`config.mk`:
```
export PLATFORM = sky130hd
export DESIGN_NAME = rsi_reset_init
export DESIGN_NICKNAME = d
export VERILOG_FILES = /design/src/pkg/rsi_pkg.sv /design/src/pkg/rsi_flag_if.sv /design/src/rtl/rsi_flags.sv /design/src/rtl/rsi_reset_init.sv
export SDC_FILE = /design/constraint.sdc
export NUM_CORES = 1
export LEC_CHECK = 0
export CAP_MARGIN = 20
export CORE_MARGIN = 5
export CORE_UTILIZATION = 60
export DETAILED_ROUTE_END_ITERATION = 7
export DONT_BUFFER_PORTS = 1
export PLACE_DENSITY_LB_ADDON = 0.1
export SYNTH_ARGS = -nofsm -noshare
export SYNTH_HDL_FRONTEND = slang
export SYNTH_SLANG_ARGS = --single-unit
```
`constraint.sdc`:
```
create_clock -name clk_sys_in -period 3.2 [get_ports clk_sys_in]
set_input_delay 0.64 -clock clk_sys_in [delete_from_list [all_inputs] [get_ports clk_sys_in]]
set_output_delay 0.64 -clock clk_sys_in [all_outputs]
set_load 0.05 [all_outputs]
```
`src/pkg/rsi_pkg.sv`:
```
// package: reset kinds, flag positions, reset values and port widths for the reset init block
package rsi_pkg;
    // latched reset kind
    typedef enum logic [1:0] {
        RSI_KIND_NONE     = 2'b00,
        RSI_KIND_POR      = 2'b01,
        RSI_KIND_WDT_RUN  = 2'b11,
        RSI_KIND_WDT_IDLE = 2'b10
    } rsi_kind_t;

    // sequencer states, gray along run -> hold -> apply -> release
    typedef enum logic [1:0] {
        RSI_ST_RUN     = 2'b00,
        RSI_ST_HOLD    = 2'b01,
        RSI_ST_APPLY   = 2'b11,
        RSI_ST_RELEASE = 2'b10
    } rsi_state_t;

    // status register flag positions
    localparam int RSI_TMO_BIT   = 5;
    localparam int RSI_PWRDN_BIT = 4;

    // widths and reset values
    localparam int          RSI_PC_W        = 13;
    localparam int          RSI_SP_W        = 4;
    localparam int          RSI_PORT_W      = 8;
    localparam logic [12:0] RSI_PC_RST      = 13'h0000;
    localparam logic [3:0]  RSI_SP_TOP      = 4'h0;
    localparam logic [3:0]  RSI_SP_ZERO     = 4'h0;
    localparam logic [7:0]  RSI_PORT_DIR_IN = 8'hff;
    localparam logic [7:0]  RSI_WDOG_RST    = 8'h53;
    localparam logic [7:0]  RSI_DIP_LVL_RST = 8'h66;
    localparam logic [1:0]  RSI_DIP_WID_RST = 2'h1;
endpackage

```
`src/pkg/rsi_flag_if.sv`:
```
// interface: flag update request between sequencer and flag keeper
`timescale 1ns/1ps
interface rsi_flag_if;
    logic      upd;
    logic      tmo_val;
    logic      pwrdn_val;
    logic      tmo_keep;
    logic      pwrdn_keep;
    modport seq  (output upd, output tmo_val, output pwrdn_val,
                  output tmo_keep, output pwrdn_keep);
    modport keep (input upd, input tmo_val, input pwrdn_val,
                  input tmo_keep, input pwrdn_keep);
endinterface

```
`src/rtl/rsi_flags.sv`:
```
// status flag keeper: timeout and power-down flags
`timescale 1ns/1ps
module rsi_flags
    import rsi_pkg::*;
(
    // clock and reset
    input  wire logic  clk_sys_in,
    input  wire logic  rst_in,
    // reset-time update request
    rsi_flag_if.keep   req,
    // run-time operations
    input  wire logic  sleep_entry_in,
    input  wire logic  wdt_clear_in,
    // flags
    output logic       timeout_flag_out,
    output logic       powerdown_flag_out
);
    // flags live through resets other than power-on; the update carries them
    always_ff @(posedge clk_sys_in) begin
        if (req.upd) begin
            if (!req.tmo_keep) begin
                timeout_flag_out <= req.tmo_val;
            end
            if (!req.pwrdn_keep) begin
                powerdown_flag_out <= req.pwrdn_val;
            end
        end else if (rst_in) begin
            timeout_flag_out   <= timeout_flag_out;
            powerdown_flag_out <= powerdown_flag_out;
        end else if (sleep_entry_in) begin
            // sleep entry: clear timeout, set power-down
            timeout_flag_out   <= 1'b0;
            powerdown_flag_out <= 1'b1;
        end else if (wdt_clear_in) begin
            timeout_flag_out   <= 1'b0;
            powerdown_flag_out <= 1'b0;
        end
    end
endmodule

```
`src/rtl/rsi_reset_init.sv`:
```
// reset initial state sequencer: latches reset kind and strobes register initialisation
`timescale 1ns/1ps
// Summary of operation
// - timeout and power-down flags kept; sleep and watchdog events update them.
// - power-on reset clears both flags.
// - supply dip reset while running leaves both flags unchanged.
// - watchdog reset while running sets timeout, keeps power-down.
// - watchdog reset in idle or sleep sets both flags.
// - power-on: program counter to zero, all interrupts disabled.
// - power-on: watchdog and time bases cleared, watchdog restarts counting.
// - power-on: all timer modules switched off.
// - power-on: every port direction set to input.
// - power-on: stack pointer set to top of stack.
// - each register per reset type loaded, left unknown, or preserved.
// - watchdog reset in idle clears only program counter and stack pointer.
// - watchdog reset while running initialises like supply dip reset.
module rsi_reset_init
    import rsi_pkg::*;
(
    // clock and reset
    input  wire logic                  clk_sys_in,
    input  wire logic                  rst_in,
    // reset sources, high while the source holds the reset
    input  wire logic                  por_in,
    input  wire logic                  supply_dip_reset_in,
    input  wire logic                  wdt_timeout_in,
    // core mode and run-time flag events
    input  wire logic                  low_power_mode_in,
    input  wire logic                  sleep_entry_in,
    input  wire logic                  wdt_clear_in,
    // status flags
    output logic                       timeout_flag_out,
    output logic                       powerdown_flag_out,
    // core state
    output logic [RSI_PC_W-1:0]        pc_out,
    output logic [RSI_SP_W-1:0]        sp_out,
    output logic                       core_hold_out,
    output logic                       fetch_go_out,
    // register initialisation strobes
    output logic                       init_full_out,
    output logic                       init_por_only_out,
    output logic                       int_disable_out,
    output logic                       wdt_tb_clear_out,
    output logic                       wdt_run_out,
    output logic                       timers_off_out,
    output logic [RSI_PORT_W-1:0]      port_dir_out,
    output logic                       port_dir_load_out,
    output logic [7:0]                 wdog_init_out,
    output logic [7:0]                 dip_lvl_init_out,
    output logic [1:0]                 dip_wid_init_out,
    output rsi_kind_t                  kind_out
);
    rsi_state_t state_r;
    rsi_state_t state_nxt;
    rsi_kind_t  kind_r;
    logic       any_src;
    logic       full_r;
    logic       por_step;
    logic       apply;
    logic       fresh;

    rsi_flag_if flag_bus ();

    // priority: power-on over watchdog over supply dip
    function automatic rsi_kind_t kind_of(input logic por, input logic wdt,
                                          input logic idle);
        if (por) begin
            kind_of = RSI_KIND_POR;
        end else if (wdt && idle) begin
            kind_of = RSI_KIND_WDT_IDLE;
        end else if (wdt) begin
            kind_of = RSI_KIND_WDT_RUN;
        end else begin
            kind_of = RSI_KIND_NONE;
        end
    endfunction

    assign any_src = por_in | supply_dip_reset_in | wdt_timeout_in;

    // a source in release starts a new sequence, so it must latch afresh
    assign fresh = (state_r == RSI_ST_RUN) || (state_r == RSI_ST_RELEASE);

    // latch reset kind
    // only a later power-on source during hold upgrades the kind, never downgrades
    always_ff @(posedge clk_sys_in) begin
        if (rst_in) begin
            kind_r <= RSI_KIND_POR;
            full_r <= 1'b0;
        end else if (any_src && state_r != RSI_ST_APPLY) begin
            if (fresh || por_in) begin
                kind_r <= kind_of(por_in, wdt_timeout_in, low_power_mode_in);
            end
            full_r <= supply_dip_reset_in | (full_r & !fresh);
        end
    end

    // sequencer next state
    always_comb begin
        state_nxt = state_r;
        case (state_r)
            RSI_ST_RUN: begin
                if (any_src) begin
                    state_nxt = RSI_ST_HOLD;
                end
            end
            RSI_ST_HOLD: begin
                if (!any_src) begin
                    state_nxt = RSI_ST_APPLY;
                end
            end
            RSI_ST_APPLY: begin
                state_nxt = RSI_ST_RELEASE;
            end
            RSI_ST_RELEASE: begin
                state_nxt = any_src ? RSI_ST_HOLD : RSI_ST_RUN;
            end
            default: begin
                state_nxt = RSI_ST_HOLD;
            end
        endcase
    end

    // system reset behaves as a power-on
    always_ff @(posedge clk_sys_in) begin
        if (rst_in) begin
            state_r <= RSI_ST_HOLD;
        end else begin
            state_r <= state_nxt;
        end
    end

    assign apply    = (state_r == RSI_ST_APPLY);
    assign por_step = apply && kind_r == RSI_KIND_POR;

    always_comb begin
        flag_bus.upd        = apply;
        flag_bus.tmo_val    = 1'b0;
        flag_bus.pwrdn_val  = 1'b0;
        flag_bus.tmo_keep   = 1'b1;
        flag_bus.pwrdn_keep = 1'b1;
        case (kind_r)
            RSI_KIND_POR: begin
                flag_bus.tmo_keep   = 1'b0;
                flag_bus.pwrdn_keep = 1'b0;
            end
            RSI_KIND_WDT_RUN: begin
                flag_bus.tmo_val  = 1'b1;
                flag_bus.tmo_keep = 1'b0;
            end
            RSI_KIND_WDT_IDLE: begin
                flag_bus.tmo_val    = 1'b1;
                flag_bus.pwrdn_val  = 1'b1;
                flag_bus.tmo_keep   = 1'b0;
                flag_bus.pwrdn_keep = 1'b0;
            end
            default: begin
                flag_bus.tmo_keep = 1'b1;
            end
        endcase
    end

    rsi_flags u_flags (
        .clk_sys_in         (clk_sys_in),
        .rst_in             (rst_in),
        .req                (flag_bus.keep),
        .sleep_entry_in     (sleep_entry_in & ~core_hold_out),
        .wdt_clear_in       (wdt_clear_in & ~core_hold_out),
        .timeout_flag_out   (timeout_flag_out),
        .powerdown_flag_out (powerdown_flag_out)
    );

    // core pointers reset on every kind
    always_ff @(posedge clk_sys_in) begin
        if (rst_in) begin
            pc_out <= RSI_PC_RST;
            sp_out <= RSI_SP_TOP;
        end else if (apply) begin
            pc_out <= RSI_PC_RST;
            sp_out <= (kind_r == RSI_KIND_WDT_IDLE) ? RSI_SP_ZERO : RSI_SP_TOP;
        end
    end

    // hold core until the release step after the one-step apply ends
    always_ff @(posedge clk_sys_in) begin
        if (rst_in) begin
            core_hold_out <= 1'b1;
            fetch_go_out  <= 1'b0;
        end else begin
            core_hold_out <= (state_nxt != RSI_ST_RUN);
            fetch_go_out  <= (state_r == RSI_ST_RELEASE) && !any_src;
        end
    end

    // per-kind register load strobes
    // watchdog while running loads the same set as a supply dip; idle pulses no load strobe
    always_ff @(posedge clk_sys_in) begin
        if (rst_in) begin
            init_full_out     <= 1'b0;
            init_por_only_out <= 1'b0;
            kind_out          <= RSI_KIND_NONE;
        end else begin
            init_full_out     <= apply && (kind_r == RSI_KIND_POR ||
                                           kind_r == RSI_KIND_WDT_RUN || full_r);
            init_por_only_out <= por_step;
            kind_out          <= apply ? kind_r : kind_out;
        end
    end

    always_ff @(posedge clk_sys_in) begin
        if (rst_in) begin
            int_disable_out   <= 1'b0;
            wdt_tb_clear_out  <= 1'b0;
            timers_off_out    <= 1'b0;
            port_dir_load_out <= 1'b0;
        end else begin
            int_disable_out   <= por_step;
            wdt_tb_clear_out  <= por_step;
            timers_off_out    <= por_step;
            port_dir_load_out <= por_step;
        end
    end

    // watchdog counts again as soon as hold lifts
    assign wdt_run_out = ~core_hold_out;

    assign port_dir_out   = RSI_PORT_DIR_IN;
    assign wdog_init_out    = RSI_WDOG_RST;
    assign dip_lvl_init_out = RSI_DIP_LVL_RST;
    assign dip_wid_init_out = RSI_DIP_WID_RST;
endmodule

```
==> run_results.csv <==
group,metric,value,unit
status,outcome,"completed",
pwr,clkPwrFrac,23.7,%
synthesis,async_flop_share,0,%
synthesis,synth_cell_types,27,
synthesis,netlist_top_cells_area,"buf_4 37%, dfxtp_1 23%, edfxtp_1 6.3%",
setup_path,path_cells,"inv_1",
cts,cts_tree,"done",
timing,hold_viol,0,
setup_path,r2r_start,"core_hold_out",
floorplan,fp-row-count,14,
grt,antenna_found_initial,0,
grt,grtUsageTotal,10.50,%
floorplan,start_util,63.29,%
cts,cts_hold_buf,0,
setup_path,slowest_delay,670,ps
grt,grt_pass1_vias,475,
detailed_routing,ant_nets,0,
placement,place_inst,121,
detailed_routing,vias,542,
grt,busiest_layer,"met2",
synthesis,synth_top_family_by_area,"buffers and inverters",
pwr,power.density,531.1,nW/um2
synthesis,syn_area_per_cell,8.513,um2
setup_path,cp_max_fo,3,
placement,placed_cell_area,768.2,um2
grt,grt-ovfl-total,0,
job,cap_violations,0,
synthesis,synth-seq-cells,13,
placement,portBuffers,0,
timing,setup_violations,0,
cts,clk_latency,270,ps
cts,cts_htree_levels,1,
pwr,power_leakage,0.0003931,uW
detailed_routing,dr.pass1.iters,3,
setup_path,path_delay_family,"flip-flops",
placement,dp_slack,1519,ps
timing,max_clock_freq,509.1,MHz
cts,postCtsSetupBuffers,0,
floorplan,die_h,49.86,um
detailed_routing,drt-total-wl,1318,um
synthesis,synth_edf_count,2,
pwr,swShare,45.59,%
synthesis,synthXorXnorAreaFrac,0,%
detailed_routing,detail_route.wl_per_cell,10.54,um
pwr,internal_power,229.6,uW
setup_path,cp_num_buf_inv,1,
grt,grt_max_degree,14,
synthesis,synthTopCellsByCount,"47 x buf_4, 11 x dfxtp_1, 8 x nand2_1",
timing,min_period,1964,ps
cells_and_area,n_antenna_cell,0,
timing,slew_headroom,55.13,%
timing,finalClockSkew,3.303,ps
cells_and_area,area_growth_syn_to_layout,-16.67,%
cts,clock_path_buffers,2,
cts,clockRootBuffer,"clkbuf_4",
cts,cts.sinks,13,
setup_path,endpoint_kind,"primary output",
detailed_routing,drc,0,
detailed_routing,routed_via_density,4.336,
timing,rsz0062_at_grt,"no",
synthesis,synth_compound_gate_area_share,6.168,%
floorplan,core-area,1506,um2
synthesis,yosys.area_share.simple,16.80,%
setup_path,cp.required,2560,ps
synthesis,synth_top_area_share,37.01,%
setup_path,cp_data_arrival_time,1320,ps
pwr,power_frac_comb,32.8,%
placement,hpwl,1074,um
timing,fin_crit_sh,61.39,%
floorplan,fp.dieW,49.86,um
detailed_routing,drt-initial-drc-count,7,
cells_and_area,final_net_count,122,
synthesis,synth.most_common_cell,"buf_4",
cells_and_area,drive_gt1_share,10.09,%
worst_hold_path,hold_start,"rst_in",
setup_path,crit_type,"reg2out",
cts,cts_resized,0,
setup_path,critPathLaunch,"core_hold_out",
synthesis,yosys.area.top_type,"buf_4",
pwr,p_switching,192.4,uW
cells_and_area,final.fill_count,141,
cells_and_area,stdcell_count,125,
floorplan,die_area,2486,um2
synthesis,muxShareOfSynthArea,1.050,%
setup_path,cp_slowest_cell,"dfxtp_1",
synthesis,synth_adder_area_share,5.249,%
synthesis,synth_ff_type,"dfxtp_1",
synthesis,ys_seq_area_share,29.40,%
cts,cts_buffers,3,
synthesis,postSynthCellCount,112,
grt,grt_pass1_wl,2001,um
cells_and_area,final_area,794.5,um2
synthesis,synth_area,953.4,um2
placement,gp_congestion,0.7572,
grt,grt_use_met1,12.68,%
timing,drv_slew,0,
timing,tightest_slew,678.6,ps
cts,clk_pin_slew,80,ps
timing,tns,0,ps
worst_hold_path,hold_class,"in2reg",
floorplan,ios,64,
cells_and_area,final_util,52.74,%
grt,grt_use_met2,15.04,%
synthesis,yosysWarnings,0,
pwr,seqPwrFrac,43.6,%
timing,setup_slack,1236,ps
pwr,max-vdd-ir-drop,0.1911,mV
grt,grt_use_met3,2.711,%
setup_path,worstSetupStartpointType,"register",
[metrics by stage]
stage	hold WS (ps)	power [uW]
after floorplan	430.7	366.9
after global placement	444.9	324.6
after detailed placement	447.5	324.7
after CTS	416.7	424.4
after global routing	408.7	442.3
final	422.7	422.0
[state kept, by name (all words and copies together) (netlist names)]
name,flops
core_hold_out,1
fetch_go_out,1
full_r,1
init_full_out,1
kind_out,2
kind_r,2
port_dir_load_out,1
state_r,2
u_flags.powerdown_flag_out,1
u_flags.timeout_flag_out,1
[cell usage in the layout (no fill, tap or decap)]
master,n
nor3_2,1
o22ai_2,1
o31ai_1,1
dfxtp_1,10
nor2_1,7
ha_1,4
a21oi_1,3
nor3b_1,2
and2b_2,1
nor4_1,1
mux2i_1,1
clkbuf_4,3
or3_4,1
or4b_2,1
clkbuf_1,1
nand2b_1,1
inv_1,5
dfxtp_2,1
o21ai_2,1
nand2_1,8
and2_1,1
nand3_1,1
o21bai_1,1
edfxtp_1,2
a211oi_1,1
nor3_1,5
buf_4,1
conb_1,43
[per-layer routing]
| metal | part of all wire (%) | wire, um |
|---|---|---|
| met2 | 44 | 574 |
| met4 | 1.6 | 21 |
| met1 | 40 | 523 |
| met5 | 0 | 0 |
| met3 | 15 | 198 |
[cell families after synthesis]
| kind of cell | Yosys count |
|---|---|
| buffers and inverters | 54 |
| adder cells (fa/ha/maj) | 4 |
| AO/OA/AOI/OAI | 8 |
| flip-flops | 13 |
| other | 2 |
| multiplexers | 1 |
| AND/OR/NAND/NOR | 30 |
[final timing paths]
kind | end | cells past startpoint | slack (ps)
hold reg to reg | fetch_go_out | 2 | 460
setup / recovery | wdt_run_out | 1 | 1240
hold / removal | kind_out[1] | 1 | 420
setup reg to reg | u_flags.powerdown_flag_out | 3 | 1690
[power groups by stage]
stage                     sequential [uW]  clock, uW  combinational [uW]
after global placement                188          0                 137
after CTS                             184        103                 137
after detailed placement              188          0                 137
final                                 184       99.8                 138
after global routing                  185        113                 144
after floorplan                       188          0                 178
[final cells by class]
cell class                 count  area (um2)  share of cell area, %
multi-input combinational     86       440.4                  55.43
sequential                    13       281.5                  35.43
clock buffer                   4       26.28                  3.307
tap                           16       20.02                  2.520
inverter                       5       18.77                  2.362
timing repair buffer           1       7.507                 0.9449
Note: power is estimated with default switching activity, not from simulation.
